$ cat config.mk
export PLATFORM = sky130hd
export DESIGN_NAME = fdc_ctrl
export DESIGN_NICKNAME = d
export VERILOG_FILES = /design/src/rtl/fdc_ctrl.v
export VERILOG_INCLUDE_DIRS = /design/src /design/src/rtl
export SDC_FILE = /design/constraint.sdc
export NUM_CORES = 1
export LEC_CHECK = 0
export ABC_AREA = 0
export BUFFER_PORTS_ARGS = -buffer_cell sky130_fd_sc_hd__buf_2
export CAP_MARGIN = 20
export CORE_MARGIN = 2
export CORE_UTILIZATION = 31
export CTS_CLUSTER_DIAMETER = 30
export DETAILED_ROUTE_END_ITERATION = 8
export HOLD_SLACK_MARGIN = 0.08
export SYNTH_ARGS = -nofsm -noshare
export SYNTH_HDL_FRONTEND = slang
export SYNTH_SLANG_ARGS = --single-unit
$ cat constraint.sdc
create_clock -name pclk -period 4.2 [get_ports pclk]
set_input_delay 0.21 -clock pclk [delete_from_list [all_inputs] [get_ports pclk]]
set_output_delay 0.21 -clock pclk [all_outputs]
set_load 0.01 [all_outputs]
$ cat src/rtl/fdc_regs.vh
// register map and field constants for the fec decoder control bank
// assumes word-per-register apb with byte address = 4 * index
`ifndef FDC_REGS_VH
`define FDC_REGS_VH
// register indexes (byte address is four times these)
`define FDC_IDX_DEMAP 7'h00
`define FDC_IDX_DESCR 7'h41
`define FDC_IDX_IRD 7'h43
`define FDC_IDX_JRD 7'h44
`define FDC_IDX_MEMMODE 7'h45
`define FDC_IDX_OVRCTL 7'h46
`define FDC_IDX_IOVR 7'h47
`define FDC_IDX_JOVR 7'h48
`define FDC_IDX_PTRH 7'h49
`define FDC_IDX_PTRL 7'h4a
`define FDC_IDX_LOCK 7'h4b
`define FDC_IDX_LOSS 7'h4c
`define FDC_IDX_PATT 7'h4d
`define FDC_IDX_CKERR 7'h4e
`define FDC_IDX_IRQST 7'h78
`define FDC_IDX_IRQMSK 7'h79
// reset values
`define FDC_RST_DEMAP 8'h03
`define FDC_RST_PATT 8'h47
`define FDC_RST_LOCK 8'h04
`define FDC_RST_LOSS 8'h04
// fixed 128 x 1 geometry
`define FDC_FIX_I 8'h80
`define FDC_FIX_J 7'h01
// on-chip buffer depth, 8 kbytes
`define FDC_INT_BYTES 14'h2000
// interrupt status bits
`define FDC_IRQ_LOCK 0
`define FDC_IRQ_LOSS 1
`define FDC_IRQ_CKERR 2
`endif

$ cat src/rtl/fdc_ctrl.v
// fec decoder control register bank with interleave pointer and sync fsm
// assumes an apb master on pclk; datapath inputs synchronous to pclk
`timescale 1ns/10ps
`include "fdc_regs.vh"
module fdc_ctrl (
    // apb slave
    input wire pclk,
    input wire presetn,
    input wire psel,
    input wire penable,
    input wire pwrite,
    input wire [31:0] paddr,
    input wire [31:0] pwdata,
    output reg [31:0] prdata,
    output reg pready,
    output reg pslverr,
    // decoder datapath
    input wire [6:0] descr_data,
    input wire byte_valid,
    input wire [7:0] rx_byte,
    input wire frame_start,
    input wire checksum_bad,
    input wire [7:0] sync_ctrl_i,
    input wire [6:0] sync_ctrl_j,
    input wire [7:0] annex_i,
    input wire [6:0] annex_j,
    // outputs to decoder chain and sram
    output reg demapper_standard_select,
    output reg [7:0] geom_i,
    output reg [6:0] geom_j,
    output reg use_external,
    output reg [15:0] sram_addr,
    output reg sram_we,
    output reg data_enable,
    output reg data_error,
    output reg irq
);
    // software-visible control fields
    reg [7:0] demap;
    reg internal_buffer_bypass;
    reg variable_depth_interleave;
    reg interleave_override_enable;
    reg [7:0] i_ovr;
    reg [6:0] j_ovr;
    reg [7:0] lock_cnt;
    reg [7:0] loss_cnt;
    reg [7:0] frame_sync_pattern;
    reg checksum_error_flag_enable;
    // interrupt status and mask
    reg [2:0] irq_stat;
    reg [2:0] irq_mask;
    // datapath bookkeeping
    reg [13:0] int_fill;
    reg [1:0] state;
    reg [7:0] hits;
    reg [7:0] misses;
    reg [2:0] ev;
    // combinational next values
    reg [31:0] next_rdata;
    reg [7:0] next_i;
    reg [6:0] next_j;
    // bus decode
    wire acc;
    wire wr;
    wire [6:0] idx;
    wire idx_ok;
    wire is_sync;
    // frame sync states
    localparam ST_IDLE = 2'd0;
    localparam ST_SEEK = 2'd1;
    localparam ST_LOCK = 2'd2;

    assign acc = psel & penable & pready;
    assign wr = acc & pwrite;
    assign idx = paddr[8:2];
    // only aligned words inside the bank decode
    assign idx_ok = (paddr[31:9] == 23'h000000) & (paddr[1:0] == 2'b00);
    assign is_sync = byte_valid & frame_start & (rx_byte == frame_sync_pattern);

    // zero-wait slave: ready asserted in the access phase
    // pready drops after one cycle, so every transfer takes two
    always @(posedge pclk or negedge presetn)
    begin
        if (!presetn)
            pready <= 1'b0;
        else
            pready <= psel & ~penable;
    end

    // read mux over the seven sub-groups; unused bits read zero
    always @*
    begin
        next_rdata = 32'h00000000;
        case (idx)
            `FDC_IDX_DEMAP: next_rdata[7:0] = demap;
            `FDC_IDX_DESCR: next_rdata[6:0] = descr_data;
            `FDC_IDX_IRD: next_rdata[7:0] = geom_i;
            `FDC_IDX_JRD: next_rdata[6:0] = geom_j;
            `FDC_IDX_MEMMODE: next_rdata[1:0] =
                {internal_buffer_bypass, variable_depth_interleave};
            `FDC_IDX_OVRCTL: next_rdata[0] = interleave_override_enable;
            `FDC_IDX_IOVR: next_rdata[7:0] = i_ovr;
            `FDC_IDX_JOVR: next_rdata[6:0] = j_ovr;
            `FDC_IDX_PTRH: next_rdata[7:0] = sram_addr[15:8];
            `FDC_IDX_PTRL: next_rdata[7:0] = sram_addr[7:0];
            `FDC_IDX_LOCK: next_rdata[7:0] = lock_cnt;
            `FDC_IDX_LOSS: next_rdata[7:0] = loss_cnt;
            `FDC_IDX_PATT: next_rdata[7:0] = frame_sync_pattern;
            `FDC_IDX_CKERR: next_rdata[0] = checksum_error_flag_enable;
            `FDC_IDX_IRQST: next_rdata[2:0] = irq_stat;
            `FDC_IDX_IRQMSK: next_rdata[2:0] = irq_mask;
            default: next_rdata = 32'h00000000;
        endcase
    end

    // read data and error registered during setup, valid in access phase
    // out-of-range or misaligned accesses get pslverr; holes read zero
    always @(posedge pclk or negedge presetn)
    begin
        if (!presetn)
        begin
            prdata <= 32'h00000000;
            pslverr <= 1'b0;
        end
        else if (psel & ~penable)
        begin
            prdata <= idx_ok ? next_rdata : 32'h00000000;
            pslverr <= ~idx_ok;
        end
    end

    // writable registers; read-only and unmapped indexes drop writes
    // bits outside each field are dropped, so they read back as zero
    always @(posedge pclk or negedge presetn)
    begin
        if (!presetn)
        begin
            demap <= `FDC_RST_DEMAP;
            internal_buffer_bypass <= 1'b0;
            variable_depth_interleave <= 1'b0;
            interleave_override_enable <= 1'b0;
            i_ovr <= `FDC_FIX_I;
            j_ovr <= `FDC_FIX_J;
            lock_cnt <= `FDC_RST_LOCK;
            loss_cnt <= `FDC_RST_LOSS;
            frame_sync_pattern <= `FDC_RST_PATT;
            checksum_error_flag_enable <= 1'b0;
            irq_mask <= 3'b000;
        end
        else if (wr & idx_ok)
        begin
            case (idx)
                `FDC_IDX_DEMAP: demap <= {pwdata[7], 5'b00000, pwdata[1:0]};
                `FDC_IDX_MEMMODE:
                begin
                    internal_buffer_bypass <= pwdata[1];
                    variable_depth_interleave <= pwdata[0];
                end
                `FDC_IDX_OVRCTL: interleave_override_enable <= pwdata[0];
                `FDC_IDX_IOVR: i_ovr <= pwdata[7:0];
                `FDC_IDX_JOVR: j_ovr <= pwdata[6:0];
                `FDC_IDX_LOCK: lock_cnt <= pwdata[7:0];
                `FDC_IDX_LOSS: loss_cnt <= pwdata[7:0];
                `FDC_IDX_PATT: frame_sync_pattern <= pwdata[7:0];
                `FDC_IDX_CKERR: checksum_error_flag_enable <= pwdata[0];
                `FDC_IDX_IRQMSK: irq_mask <= pwdata[2:0];
                default: irq_mask <= irq_mask;
            endcase
        end
    end

    // geometry selection: override, then variable depth, then annex, then fixed
    // annex_i of zero means the chain offers no annex geometry
    always @*
    begin
        if (interleave_override_enable)
        begin
            next_i = i_ovr;
            next_j = j_ovr;
        end
        else if (variable_depth_interleave)
        begin
            next_i = sync_ctrl_i;
            next_j = sync_ctrl_j;
        end
        else if (annex_i != 8'h00)
        begin
            next_i = annex_i; // geometry from qam order and annex
            next_j = annex_j;
        end
        else
        begin
            next_i = `FDC_FIX_I;
            next_j = `FDC_FIX_J;
        end
    end

    // external pointer advances once the internal buffer is spent;
    // annex a 256qam cannot fit on-chip, so pointer wrap is left to sram
    // the fill count never drains, so only the first fill is modelled;
    // a real buffer frees room as bytes leave for the decoder
    always @(posedge pclk or negedge presetn)
    begin
        if (!presetn)
        begin
            int_fill <= 14'h0000;
            sram_addr <= 16'h0000;
            sram_we <= 1'b0;
            use_external <= 1'b0;
            geom_i <= `FDC_FIX_I;
            geom_j <= `FDC_FIX_J;
            demapper_standard_select <= 1'b0;
        end
        else
        begin
            geom_i <= next_i;
            geom_j <= next_j;
            demapper_standard_select <= demap[7];
            use_external <= internal_buffer_bypass |
                (int_fill == `FDC_INT_BYTES);
            sram_we <= 1'b0;
            if (byte_valid)
            begin
                if (!internal_buffer_bypass && int_fill != `FDC_INT_BYTES)
                    int_fill <= int_fill + 14'h0001;
                else
                begin
                    sram_addr <= sram_addr + 16'h0001;
                    sram_we <= 1'b1;
                end
            end
        end
    end

    // frame sync state machine: seek hits, lock, lose after misses
    always @(posedge pclk or negedge presetn)
    begin
        if (!presetn)
        begin
            state <= ST_IDLE;
            hits <= 8'h00;
            misses <= 8'h00;
            data_enable <= 1'b0;
            data_error <= 1'b0;
            ev <= 3'b000;
        end
        else
        begin
            ev <= 3'b000;
            data_error <= byte_valid & data_enable &
                checksum_error_flag_enable & checksum_bad;
            ev[`FDC_IRQ_CKERR] <= byte_valid & data_enable &
                checksum_error_flag_enable & checksum_bad;
            case (state)
                // wait for a pattern byte at a frame position
                ST_IDLE:
                begin
                    data_enable <= 1'b0;
                    if (is_sync)
                    begin
                        hits <= 8'h01;
                        state <= ST_SEEK;
                    end
                end
                // lock is judged the cycle after the last hit
                ST_SEEK:
                begin
                    if (hits >= lock_cnt)
                    begin
                        state <= ST_LOCK;
                        data_enable <= 1'b1;
                        misses <= 8'h00;
                        ev[`FDC_IRQ_LOCK] <= 1'b1;
                    end
                    else if (is_sync)
                        hits <= hits + 8'h01;
                    // a wrong byte at a frame position restarts the search
                    else if (byte_valid & frame_start)
                        state <= ST_IDLE;
                end
                // only consecutive misses count; a good sync clears them
                // a loss count of zero behaves as one
                ST_LOCK:
                begin
                    if (is_sync)
                        misses <= 8'h00;
                    else if (byte_valid & frame_start)
                    begin
                        if (misses + 8'h01 >= loss_cnt)
                        begin
                            state <= ST_IDLE;
                            data_enable <= 1'b0;
                            ev[`FDC_IRQ_LOSS] <= 1'b1;
                        end
                        misses <= misses + 8'h01;
                    end
                end
                default: state <= ST_IDLE;
            endcase
        end
    end

    // sticky status, write one to clear; a new event wins over the clear
    // status reads see an event one cycle after it happens
    always @(posedge pclk or negedge presetn)
    begin
        if (!presetn)
        begin
            irq_stat <= 3'b000;
            irq <= 1'b0;
        end
        else
        begin
            if (wr & idx_ok & (idx == `FDC_IDX_IRQST))
                irq_stat <= (irq_stat & ~pwdata[2:0]) | ev;
            else
                irq_stat <= irq_stat | ev;
            // a mask bit of one silences that source; reset enables all
            irq <= |(irq_stat & ~irq_mask);
        end
    end
endmodule

==> impl_summary.log, run 1 <==
[metrics] share of the clock period used by the worst path after layout: 60.5%
[metrics] HPWL Detailed: 16700 um
[metrics] post-layout minimum cycle time: 2.54 ns
[metrics] Detailed Route WL: 22200 um
[metrics] leading post-synthesis cells by cell area: dfrtp_1 (41%), mux2_1 (5.5%), dfstp_2 (4.2%), nand2_1 (3.6%), ha_1 (3.5%)
[metrics] worst reg2reg startpoint: frame_sync_pattern[0]
[metrics] post-synthesis average cell area: 10.1 um2
[metrics] number of DRC violations after detailed-routing iteration 0: 556
[metrics] Crit Path Class: flip-flop to flip-flop
[metrics] die extent in y: 159 um
[metrics] clock sink total: 133
[metrics] startpoint of the worst hold path: sync_ctrl_i[4]
[metrics] status: finished clean
[metrics] number of register bits inferred by synthesis: 133
[metrics] startpoint type of the worst setup path: flip-flop
[metrics] Total Power Consumption: 3150 uW
[metrics] number of violations of the max-capacitance limit: 0
[metrics] Max Clock Freq: 394 MHz
[metrics] number of stages on the worst hold path: 3
[metrics] antenna violations before repair: 2
[metrics] root buffer cell: clkbuf_16
[metrics] CTS tree: yes
[metrics] count of vias placed by the detailed router: 6282
[metrics] post-layout util: 38.2%
[metrics] power density cells: 352 nW/um2
[metrics] final setup violation count: 0
[metrics] die outline area: 25200 um2
[metrics] worst r2r dst: hits[4]
[metrics] leakage dissipation: 0.00419 uW
[metrics] pin count of the biggest net entering global routing: 106
[metrics] most common library cell in the layout ignoring fill and taps: buf_2
[metrics] starting density of the core: 31.6%
[metrics] portion of the post-synthesis area used by sequential elements: 45.0%
[metrics] remaining global-route overflow: 0
[metrics] setup fix buffers added after clock tree synthesis: 0
[metrics] synthesized instance count: 738
[metrics] final hold violation count: 0
[metrics] required time worst endpoint: 4.51 ns
[metrics] antenna-violating nets left: 0
[metrics] Via-to-Cell Ratio: 5.20
[metrics] first-pass GRT wire length: 35100 um
[metrics] Core Footprint: 23500 um2
[metrics] setup slack on the worst flop-to-flop path: 1.66 ns
[metrics] register clock-pin slew on the reported worst setup and hold paths: 0.07 ns
[metrics] post-synth top area share: 40.8%
[metrics] H-tree level count: 4
[metrics] DR WL/cell: 18.3 um
[metrics] floorplan row count: 56
[metrics] weighted congestion reported at the end of routability-driven placement: 0.912
[metrics] net total in the final layout: 1013
[metrics] depth of the worst register-to-register path: 6
[metrics] global-route usage over all layers: 17.8%
[metrics] number of primary I/O pins: 188
[metrics] number of pins with negative max-slew slack in the final report: 0
[metrics] Distinct cells, synth: 70
[metrics] ratio of cells with drive above 1 in the final layout: 23.6%
[metrics] EDFF count, synth: 0
[metrics] DRC viols: 0
[metrics] number of global-route vias before repair: 6086
[metrics] worst min-delay path class: primary input to flip-flop
[metrics] critical path capture point type: flip-flop
[metrics] area leader, netlist: dfrtp_1
[metrics] setup repair after global routing missed its margin: false
[metrics] flip-flop cell with the highest count after synthesis: dfrtp_1
[metrics] DIE WIDTH: 159 um
[metrics] Worst Path Arrival: 2.85 ns
[metrics] Post-Route Skew: 0.0125 ns
[metrics] number of warnings reported in the yosys synthesis log: 0
[metrics] capture endpoint of the worst hold path: geom_i[4]
[metrics] most used cells in the layout excluding fill and tap cells: buf_2 (138), dfrtp_1 (121), nand2_1 (71)
[metrics] fraction of synthesis flops using an asynchronous set or reset pin: 100%
[metrics] Critical Path Fanout Max: 11
[metrics] Area growth syn-to-layout: 20.6%
[metrics] setup_tns: 0 ns
[metrics] Inserted Clock Buffers: 17
[metrics] cell area after technology mapping: 7420 um2
[metrics] clk_lat worst skew: 0.43 ns
[metrics] first-pass iteration count of the detailed router: 5
[metrics] Worst VDD drop: 0.266 mV
[metrics] slew at the pin closest to its max-slew limit: 1.01 ns
[metrics] number of buffers on the longest clock path: 2
[metrics] Buffers on Ports: 139
[metrics] Worst slew margin: 31.3%
## synth_stat cells, drive strengths merged, types with 14 or more instances
cell and instances:
dfrtp 121, nand2 71, o21ai 45, mux2 42
nor2 40, buf 34, nand3 34, inv 30
xnor2 29, a21oi 24, ha 21, clkbuf 18
nor3 17, xor2 16, nor4 14
## logic make-up (layout without fill, tap and decap cells)
group                    count (synthesis)  after routing  synth area share, %
other                                    1             25               0.0505
multiplexers                            55             55                 8.29
buffers and inverters                   82            209                 5.48
adder cells (fa/ha/maj)                 21             21                 3.54
XOR/XNOR                                45             45                 5.31
AO/OA/AOI/OAI                          162            162                 14.8
AND/OR/NAND/NOR                        239            239                 17.5
flip-flops                             133            133                 45.0
## critical path, cell delays in order, from the launching register on
cell	delay (ns)
dfstp_2	0.57
xor2_1	0.08
nor4_2	0.49
nand4bb_1	0.47
nand4bb_1	0.42
o21a_1	0.21
o21a_1	0.17
## metal layers
metal / wire (um) / track usage (%) / vias to the layer above / share of wire (%)
li1: - / - / 2956 / -
met1: 9630 / 23.2 / 3030 / 43
met2: 10400 / 28.9 / 268 / 47
met3: 1700 / 5.22 / 26 / 7.7
met4: 372 / 4.67 / 2 / 1.7
met5: 13 / 0 / - / 0.059
## power breakdown
part / switching [uW] / leakage (uW) / internal (uW)
clock network: 639 / 0.000265 / 780
registers: 63.3 / 0.00169 / 1330
logic: 195 / 0.00224 / 138
## what timing repair did
action                                 in CTS  in global routing
hold buffers                                6                  0
endpoints found under the hold margin     102                  0
gates resized for setup                     0                  0
## registers in the layout, indices dropped and copies added (netlist names), 2 cells and up
register	count
loss_cnt	8
ev	2
demap	3
frame_sync_pattern	8
i_ovr	8
lock_cnt	8
irq_mask	3
irq_stat	3
misses	8
prdata	8
int_fill	14
sram_addr	16
hits	8
state	2
j_ovr	7
geom_j	7
geom_i	8
## final cells by class
type                       instances  area, um2
antenna                            1       2.50
multi-input combinational        546       3760
tap                              319        399
clock buffer                      17        425
inverter                          30        113
clock inverter                    15        136
timing repair buffer             147        777
sequential                       133       3340
fill                            2327      14500
## metrics by stage
stage / hold WS, ns / setup slack [ns] / cells / instance area [um2]
floorplan: -0.0856 / 2.00 / 761 / 7510
global placement: 0.398 / 1.71 / 1169 / 8330
detailed placement: 0.399 / 1.70 / 1169 / 8330
CTS: 0.0820 / 1.68 / 1207 / 8950
global route: 0.0929 / 1.53 / 1207 / 8950
finish: 0.0872 / 1.66 / 1208 / 8960
## worst max path at each step
stage	start	endpoint	depth (start not counted)
6_report	frame_sync_pattern[0]	hits[4]	6
5_1_grt	frame_sync_pattern[0]	hits[4]	6
4_1_cts	frame_sync_pattern[0]	hits[4]	6
3_5_place_dp	paddr[5]	lock_cnt[0]	6
3_3_place_gp	paddr[5]	lock_cnt[0]	6
2_1_floorplan	lock_cnt[2]	hits[6]	9
(Power assumes the default switching activity.)
==> inputs of run 2 (changes only) <==
ABC_AREA = 1   (was 0)
clock period = 2 ns   (was 4.2 ns; I/O delays follow)
==> run 2 against run 1 <==
The run now ends with negative setup slack left; combinational power increased to 3.2 times the previous value; synthesized cell count is 44% higher; hold slack got worse by 0.0065 ns; utilization rose by 2.9 points; clock skew shrank 0.0049 ns; die area up 7.6%; register-to-register slack got worse by 1.7 ns; final area is 16% higher; first-iteration DRC count decreased by 14%; setup slack worse by 1.7 ns; sequential share of layout area shrank 5.1 points; flip-flop and latch count unchanged; critical path type unchanged; critical endpoint is now state[1]; largest cell class unchanged.
==> impl_summary.log, run 2 <==
[metrics] weighted congestion reported at the end of routability-driven placement: 0.886 (was 0.912)
[metrics] Reg with most FFs: sram_addr (unchanged)
[metrics] leakage dissipation: 0.00519 uW (was 0.00419 uW)
[metrics] post-layout minimum cycle time: 2.07 ns (was 2.54 ns)
[metrics] most used cells in the layout excluding fill and tap cells: nand2_1 (282), buf_2 (138), inv_1 (133) (was buf_2 (138), dfrtp_1 (121), nand2_1 (71))
[metrics] number of violations of the max-capacitance limit: 0 (unchanged)
[metrics] post-synthesis xor/xnor area fraction: 3.72% (was 5.31%)
[metrics] Post-synth top cells: nand2_1 (289), inv_1 (135), dfrtp_1 (121), nor2_1 (113), o21ai_0 (93) (was dfrtp_1 (121), nand2_1 (71), nor2_1 (39), mux2_1 (36), nand3_1 (33))
[metrics] die outline area: 27100 um2 (was 25200 um2)
[metrics] Total Power Consumption: 7450 uW (was 3150 uW)
[metrics] worst reg2reg startpoint: misses[0] (was frame_sync_pattern[0])
[metrics] capture endpoint of the worst hold path: geom_j[4] (was geom_i[4])
[metrics] critical path capture point type: flip-flop (unchanged)
[metrics] number of pins with negative max-slew slack in the final report: 0 (unchanged)
[metrics] Worst Setup Slack, final: -0.0678 ns (was 1.66 ns)
[metrics] Via-to-Cell Ratio: 4.71 (was 5.20)
[metrics] share of the clock period used by the worst path after layout: 103% (was 60.5%)
[metrics] count of vias placed by the detailed router: 7679 (was 6282)
[metrics] Post-Route Skew: 0.00765 ns (was 0.0125 ns)
[metrics] Buffers on Ports: 139 (unchanged)
[metrics] number of warnings reported in the yosys synthesis log: 0 (unchanged)
[metrics] H-tree level count: 4 (unchanged)
[metrics] floorplan row count: 58 (was 56)
[metrics] starting density of the core: 31.7% (was 31.6%)
[metrics] Worst Path Arrival: 2.38 ns (was 2.85 ns)
[metrics] first-pass iteration count of the detailed router: 5 (unchanged)
[metrics] number of cells in the design after placement: 1549 (was 1169)
[metrics] number of DRC violations after detailed-routing iteration 0: 477 (was 556)
[metrics] cell area after technology mapping: 8000 um2 (was 7420 um2)
[metrics] Detailed Route WL: 24200 um (was 22200 um)
[metrics] setup slack on the worst flop-to-flop path: -0.07 ns (was 1.66 ns)
[metrics] startpoint of the worst hold path: sync_ctrl_j[4] (was sync_ctrl_i[4])
[metrics] main combinational cell family by area after synthesis: simple AND/OR/NAND/NOR gates (unchanged)
[metrics] setup_tns: -0.175 ns (was 0 ns)
[metrics] filler-free cell count of the finished design: 1629 (was 1208)
[metrics] net total in the final layout: 1425 (was 1013)
[metrics] DR WL/cell: 14.9 um (was 18.3 um)
[metrics] setup repair after global routing missed its margin: true (was false)
[metrics] portion of the post-synthesis area used by sequential elements: 41.8% (was 45.0%)
[metrics] number of flip-flops in the largest register: 16 (unchanged)
[metrics] HPWL Detailed: 18500 um (was 16700 um)
[metrics] antenna violations before repair: 2 (unchanged)
[metrics] DRC viols: 0 (unchanged)
[metrics] Worst VDD drop: 0.556 mV (was 0.266 mV)
[metrics] crit-path most repeated cell: nand2_1
[metrics] flip-flop cell with the highest count after synthesis: dfrtp_1 (unchanged)
[metrics] ratio of cells with drive above 1 in the final layout: 20.1% (was 23.6%)
[metrics] most repeated cell in the gate-level netlist after synthesis: nand2_1 (was dfrtp_1)
[metrics] remaining global-route overflow: 0 (unchanged)
[metrics] adder and majority gate portion of the synthesized area: 3.28% (was 3.54%)
[metrics] compound-gate portion of the synthesized area: 12.2% (was 14.8%)
[metrics] number of stages on the worst hold path: 3 (unchanged)
[metrics] DIE WIDTH: 165 um (was 159 um)
[metrics] Crit-path slowest cell: dfrtp_1 (was dfstp_2)
[metrics] delay of the slowest cell on the worst path: 0.40 ns (was 0.57 ns)
[metrics] kind of cell adding the most delay to the critical path: simple AND/OR/NAND/NOR gates (unchanged)
[metrics] cells traversed along the worst timing path: ha_2, nand2_2, inv_2, nand4_1, xor2_1, inv_1, ha_1, nand2_2, a21oi_2, nor3_1, nand2_1, nand3_1, nand2_1, nand2_1, nand2_1, nand2_1 (was xor2_1, nor4_2, nand4bb_1, nand4bb_1, o21a_1, o21a_1)
[metrics] clk_lat worst skew: 0.43 ns (about the same)
[metrics] antenna-violating nets left: 0 (unchanged)
[metrics] fraction of synthesized area in multiplexers: 0.125% (was 8.29%)
[metrics] instance count on the critical path: 16 (was 6)
[metrics] depth of the worst register-to-register path: 16 (was 6)
[metrics] worst-case hold slack: 0.0807 ns (was 0.0872 ns)
[metrics] Inserted Clock Buffers: 17 (unchanged)
[metrics] synthesized instance count: 1065 (was 738)
[metrics] Distinct cells, synth: 47 (was 70)
[metrics] leading post-synthesis cells by cell area: dfrtp_1 (38%), nand2_1 (14%), inv_1 (6.3%), o21ai_0 (5.8%), nor2_1 (5.3%) (was dfrtp_1 (41%), mux2_1 (5.5%), dfstp_2 (4.2%), nand2_1 (3.6%), ha_1 (3.5%))
[metrics] violations in the final reports: negative setup slack
[metrics] count of buffer and inverter cells on the critical path: 2 (was 0)
[metrics] number of primary I/O pins: 188 (unchanged)
[metrics] biggest registers after layout: sram_addr (16), int_fill (14) (unchanged)
[metrics] clock sink total: 133 (unchanged)
[metrics] area leader, netlist: dfrtp_1 (unchanged)
[metrics] post-synthesis average cell area: 7.51 um2 (was 10.1 um2)
[metrics] Critical Path Fanout Max: 3 (was 11)
[metrics] pin count of the biggest net entering global routing: 50 (was 106)
[metrics] register clock-pin slew on the reported worst setup and hold paths: 0.06 ns (was 0.07 ns)
[metrics] required time worst endpoint: 2.32 ns (was 4.51 ns)
[metrics] worst r2r dst: state[1] (was hits[4])
[metrics] Crit Path Class: flip-flop to flip-flop (unchanged)
[metrics] most common library cell in the layout ignoring fill and taps: nand2_1 (was buf_2)
[metrics] power density cells: 719 nW/um2 (was 352 nW/um2)
[metrics] first-pass GRT wire length: 38100 um (was 35100 um)
[metrics] CTS tree: yes (unchanged)
[metrics] number of register bits inferred by synthesis: 133 (unchanged)
[metrics] root buffer cell: clkbuf_16 (unchanged)
[metrics] EDFF count, synth: 0 (unchanged)
[metrics] post-placement setup slack: -0.0991 ns (was 1.70 ns)
[metrics] post-synth top area share: 37.8% (was 40.8%)
[metrics] Area growth syn-to-layout: 29.5% (was 20.6%)
[metrics] final setup violation count: 4 (was 0)
[metrics] number of global-route vias before repair: 7394 (was 6086)
[metrics] final hold violation count: 0 (unchanged)
[metrics] Core Footprint: 25300 um2 (was 23500 um2)
[metrics] die extent in y: 165 um (was 159 um)
[metrics] status: complete, but fails checks (was finished clean)
[metrics] startpoint type of the worst setup path: flip-flop (unchanged)
[metrics] global-route usage over all layers: 18.3% (was 17.8%)
[metrics] number of buffers on the longest clock path: 2 (unchanged)
[metrics] fraction of synthesis flops using an asynchronous set or reset pin: 100% (unchanged)
[metrics] worst min-delay path class: primary input to flip-flop (unchanged)
[metrics] Max Clock Freq: 484 MHz (was 394 MHz)
[metrics] simple-gate share of the synthesized area: 28.5% (was 17.5%)
## run 2: power breakdown
group / switching (uW) / internal, uW
sequential: 184 / 2830
combinational: 622 / 445
clock: 1170 / 2200
total: 1970 / 5480
## run 2: per-layer routing
layer  track usage (%)  wire (um)
met2              31.8      11700
met3              3.74       1500
met4              5.89        509
met1              22.8      10500
met5                 0          0
## run 2: cell type report
class | count | area, um2
diodes | 1 | 2.50
clock buffers | 22 | 484
clock inverters | 8 | 148
fillers | 2593 | 14900
inverters | 138 | 518
multi-input cells | 775 | 3960
flip-flops and latches | 133 | 3340
well taps | 330 | 413
repair buffers | 222 | 1490
## run 2: worst register-to-register path, delay by kind of cell (launching register included)
kind                     cells  cell delay, ns
AND/OR/NAND/NOR             10            0.68
AO/OA/AOI/OAI                1            0.10
flip-flops                   1            0.40
buffers and inverters        2            0.10
XOR/XNOR                     1            0.19
adder cells (fa/ha/maj)      2            0.48
## run 2: what timing repair did
| action | in CTS | in global routing |
|---|---|---|
| setup buffers | 3 | 0 |
| hold buffers | 46 | 0 |
| hold endpoints to repair | 189 | 0 |
| gates resized for setup | 4 | 11 |
| pin swaps | 8 | 7 |
| setup endpoints to repair | 4 | 22 |
## run 2: kinds of logic after synthesis
group           Yosys count
flops                   133
fa+ha+maj                21
buf+inv                 180
simple gates            525
mux                       1
xor+xnor                 34
compound gates          170
other cells               1
## run 2: through the flow
step | util, % | cell area [um2]
6_report | 41.0 | 10400
3_3_place_gp | 36.4 | 9200
5_1_grt | 41.0 | 10400
3_5_place_dp | 36.4 | 9200
4_1_cts | 40.9 | 10300
2_1_floorplan | - | 8090
## run 2: how the worst max path moves through the flow
stage / startpoint / endpoint
CTS: misses[1] / state[1]
global placement: misses[0] / state[1]
floorplan: misses[0] / state[1]
detailed placement: misses[0] / state[1]
global route: misses[0] / state[1]
finish: misses[0] / state[1]
==> inputs of run 3 (changes only) <==
BUFFER_PORTS_ARGS = not set   (was -buffer_cell sky130_fd_sc_hd__buf_2)
DONT_BUFFER_PORTS = 1   (was not set)
==> run 3 against run 2 <==
The run ends with negative hold slack, negative setup slack left; largest power group unchanged; setup slack lost 0.0019 ns; via count shrank 4.3%; non-clock buffer count down 122; largest cell class unchanged; die area unchanged; clock power down 5.9%; critical path depth down 1; cell count fell by 7.4%; first-iteration DRC count up 19%; global-route usage up 0.25 points.
==> impl_summary.log, run 3 (synthesized netlist as in run 2, its figures left out) <==
[metrics] leakage dissipation: 0.00468 uW (was 0.00519 uW)
[metrics] DIE WIDTH: 165 um (unchanged)
[metrics] share of the clock period used by the worst path after layout: 103% (about the same)
[metrics] final hold violation count: 133 (was 0)
[metrics] delay of the slowest cell on the worst path: 0.39 ns (was 0.40 ns)
[metrics] setup repair after global routing missed its margin: true (unchanged)
[metrics] Worst Path Arrival: 2.39 ns (was 2.38 ns)
[metrics] first-pass GRT wire length: 38500 um (was 38100 um)
[metrics] Post-Route Skew: 0.00861 ns (was 0.00765 ns)
[metrics] Buffers on Ports: 0 (was 139)
[metrics] Max Clock Freq: 483 MHz (was 484 MHz)
[metrics] number of primary I/O pins: 188 (unchanged)
[metrics] number of global-route vias before repair: 7153 (was 7394)
[metrics] Hold-fix buffers, CTS: 57 (was 46)
[metrics] remaining global-route overflow: 0 (unchanged)
[metrics] worst-case hold slack: -0.627 ns (was 0.0807 ns)
[metrics] pin count of the biggest net entering global routing: 134 (was 50)
[metrics] final-layout fill cell count: 2570 (was 2593)
[metrics] number of violations of the max-capacitance limit: 0 (unchanged)
[metrics] Critical path origin: misses[0] (unchanged)
[metrics] antenna-violating nets left: 0 (unchanged)
[metrics] clock sink total: 133 (unchanged)
[metrics] required time worst endpoint: 2.32 ns (about the same)
[metrics] number of flip-flops in the largest register: 16 (unchanged)
[metrics] Detailed Route WL: 24600 um (was 24200 um)
[metrics] worst min-delay path class: primary input to asynchronous set/reset pin (was primary input to flip-flop)
[metrics] die outline area: 27100 um2 (unchanged)
[metrics] Crit Path Class: flip-flop to flip-flop (unchanged)
[metrics] met2 WL post-DR: 12000 um (was 11700 um)
[metrics] number of buffers on the longest clock path: 2 (unchanged)
[metrics] Worst VDD drop: 0.480 mV (was 0.556 mV)
[metrics] cells traversed along the worst timing path: nand3_2, nor3_4, nand2_2, xor2_2, inv_1, ha_4, nand2_4, nor2_1, nand2_1, nand2_2, nand3_1, nand2_1, nand2_1, nand2_1, nand2_1 (was ha_2, nand2_2, inv_2, nand4_1, xor2_1, inv_1, ha_1, nand2_2, a21oi_2, nor3_1, nand2_1, nand3_1, nand2_1, nand2_1, nand2_1, nand2_1)
[metrics] Total Power Consumption: 7120 uW (was 7450 uW)
[metrics] Core Footprint: 25300 um2 (unchanged)
[metrics] most common library cell in the layout ignoring fill and taps: nand2_1 (unchanged)
[metrics] first-pass iteration count of the detailed router: 4 (was 5)
[metrics] register clock-pin slew on the reported worst setup and hold paths: 0.06 ns (about the same)
[metrics] Critical Path Fanout Max: 3 (unchanged)
[metrics] startpoint type of the worst setup path: flip-flop (unchanged)
[metrics] crit-path most repeated cell: nand2_1 (unchanged)
[metrics] DRC viols: 0 (unchanged)
[metrics] Worst Setup Slack, final: -0.0696 ns (was -0.0678 ns)
[metrics] Reg with most FFs: sram_addr (unchanged)
[metrics] status: complete, but fails checks (unchanged)
[metrics] most used cells in the layout excluding fill and tap cells: nand2_1 (277), inv_1 (133), dfrtp_1 (121) (was nand2_1 (282), buf_2 (138), inv_1 (133))
[metrics] met3 wire length: 1840 um (was 1500 um)
[metrics] HPWL Detailed: 18200 um (was 18500 um)
[metrics] violations in the final reports: negative hold slack, negative setup slack (was negative setup slack)
[metrics] count of antenna diodes in the layout: 0 (was 1)
[metrics] worst reg2reg startpoint: misses[0] (unchanged)
[metrics] post-layout minimum cycle time: 2.07 ns (about the same)
[metrics] DR WL/cell: 16.3 um (was 14.9 um)
[metrics] Via-to-Cell Ratio: 4.87 (was 4.71)
[metrics] number of pins with negative max-slew slack in the final report: 0 (unchanged)
[metrics] net total in the final layout: 1303 (was 1425)
[metrics] final setup violation count: 3 (was 4)
[metrics] highest routing layer actually used: met4 (unchanged)
[metrics] WL met1: 10200 um (was 10500 um)
[metrics] root buffer cell: clkbuf_16 (unchanged)
[metrics] Inserted Clock Buffers: 17 (unchanged)
[metrics] number of DRC violations after detailed-routing iteration 0: 570 (was 477)
[metrics] H-tree level count: 4 (unchanged)
[metrics] biggest registers after layout: sram_addr (16), int_fill (14) (unchanged)
[metrics] die extent in y: 165 um (unchanged)
[metrics] Area growth syn-to-layout: 22.9% (was 29.5%)
[metrics] critical path capture point type: flip-flop (unchanged)
[metrics] floorplan row count: 58 (unchanged)
[metrics] starting density of the core: 31.7% (unchanged)
[metrics] power density cells: 724 nW/um2 (was 719 nW/um2)
[metrics] weighted congestion reported at the end of routability-driven placement: 0.904 (was 0.886)
[metrics] CTS tree: yes (unchanged)
[metrics] global-route usage over all layers: 18.6% (was 18.3%)
[metrics] count of vias placed by the detailed router: 7346 (was 7679)
[metrics] antenna violations before repair: 0 (was 2)
[metrics] ratio of cells with drive above 1 in the final layout: 12.3% (was 20.1%)
[metrics] clk_lat worst skew: 0.43 ns (about the same)
[metrics] Crit-path slowest cell: dfrtp_1 (unchanged)
run 3: cell count changes in the layout (fill, tap and decap cells not counted), sizes merged:
cell	before	now
clkinvlp	3	5
inv	137	140
buf	176	44
clkinv	2	5
diode	1	0
dlygate4sd3	46	56
bufinv	4	2
clkbuf	22	18
run 3: final timing paths:
kind | to | slack, ns | cells after the start
max | state[1] | -0.07 | 15
min | prdata[3] | -0.63 | 0
max reg2reg | state[1] | -0.07 | 15
min reg2reg | irq_stat[0] | 0.45 | 1
max in group asynchronous | loss_cnt[2] | 2.36 | 0
min in group pclk | interleave_override_enable | 0.11 | 6
run 3: report_power, final:
part	internal [uW]	total (uW)	switching (uW)
registers	2830	3040	213
clock network	1880	3170	1290
logic	378	909	530
run 3: repair_timing:
| action | 4_1_cts | 5_1_grt |
|---|---|---|
| hold endpoints to repair | 217 | 133 |
| gates resized for setup | 3 | 36 |
| buffers inserted | 0 | 4 |
| pin swaps | 3 | 13 |
| endpoints found under the setup margin | 3 | 44 |
run 3: cell type report:
type | instances | area, um2 | share of cell area, %
clock buffers | 18 | 439 | 4.47
clock inverters | 14 | 153 | 1.55
inverters | 138 | 524 | 5.33
multi-input cells | 775 | 4060 | 41.2
flip-flops and latches | 133 | 3340 | 34.0
well taps | 330 | 413 | 4.20
repair buffers | 100 | 907 | 9.22
run 3: stage by stage:
step           utilization (%)  cell area [um2]  worst slack, ns  setup TNS (ns)  instances
2_1_floorplan                -             8090           0.0359               0       1088
3_3_place_gp              33.7             8510          -0.0572          -0.133       1416
4_1_cts                   38.3             9680          -0.0314         -0.0841       1505
6_report                  38.9             9830          -0.0696          -0.168       1508
5_1_grt                   38.9             9830           -0.216           -1.03       1508
3_5_place_dp              33.7             8510          -0.0781          -0.202       1416
run 3: worst max-delay path, delay by kind of cell (launching register included):
kind          cells  cell delay (ns)
flops             1             0.39
xor+xnor          1             0.15
simple gates     12             1.06
fa+ha+maj         1             0.28
buf+inv           1             0.09
run 3: metal layers:
metal | vias up | GRT usage [%]
met5 | - | 0
met2 | 249 | 31.6
met4 | 0 | 6.60
li1 | 3603 | -
met1 | 3455 | 22.6
met3 | 39 | 5.10
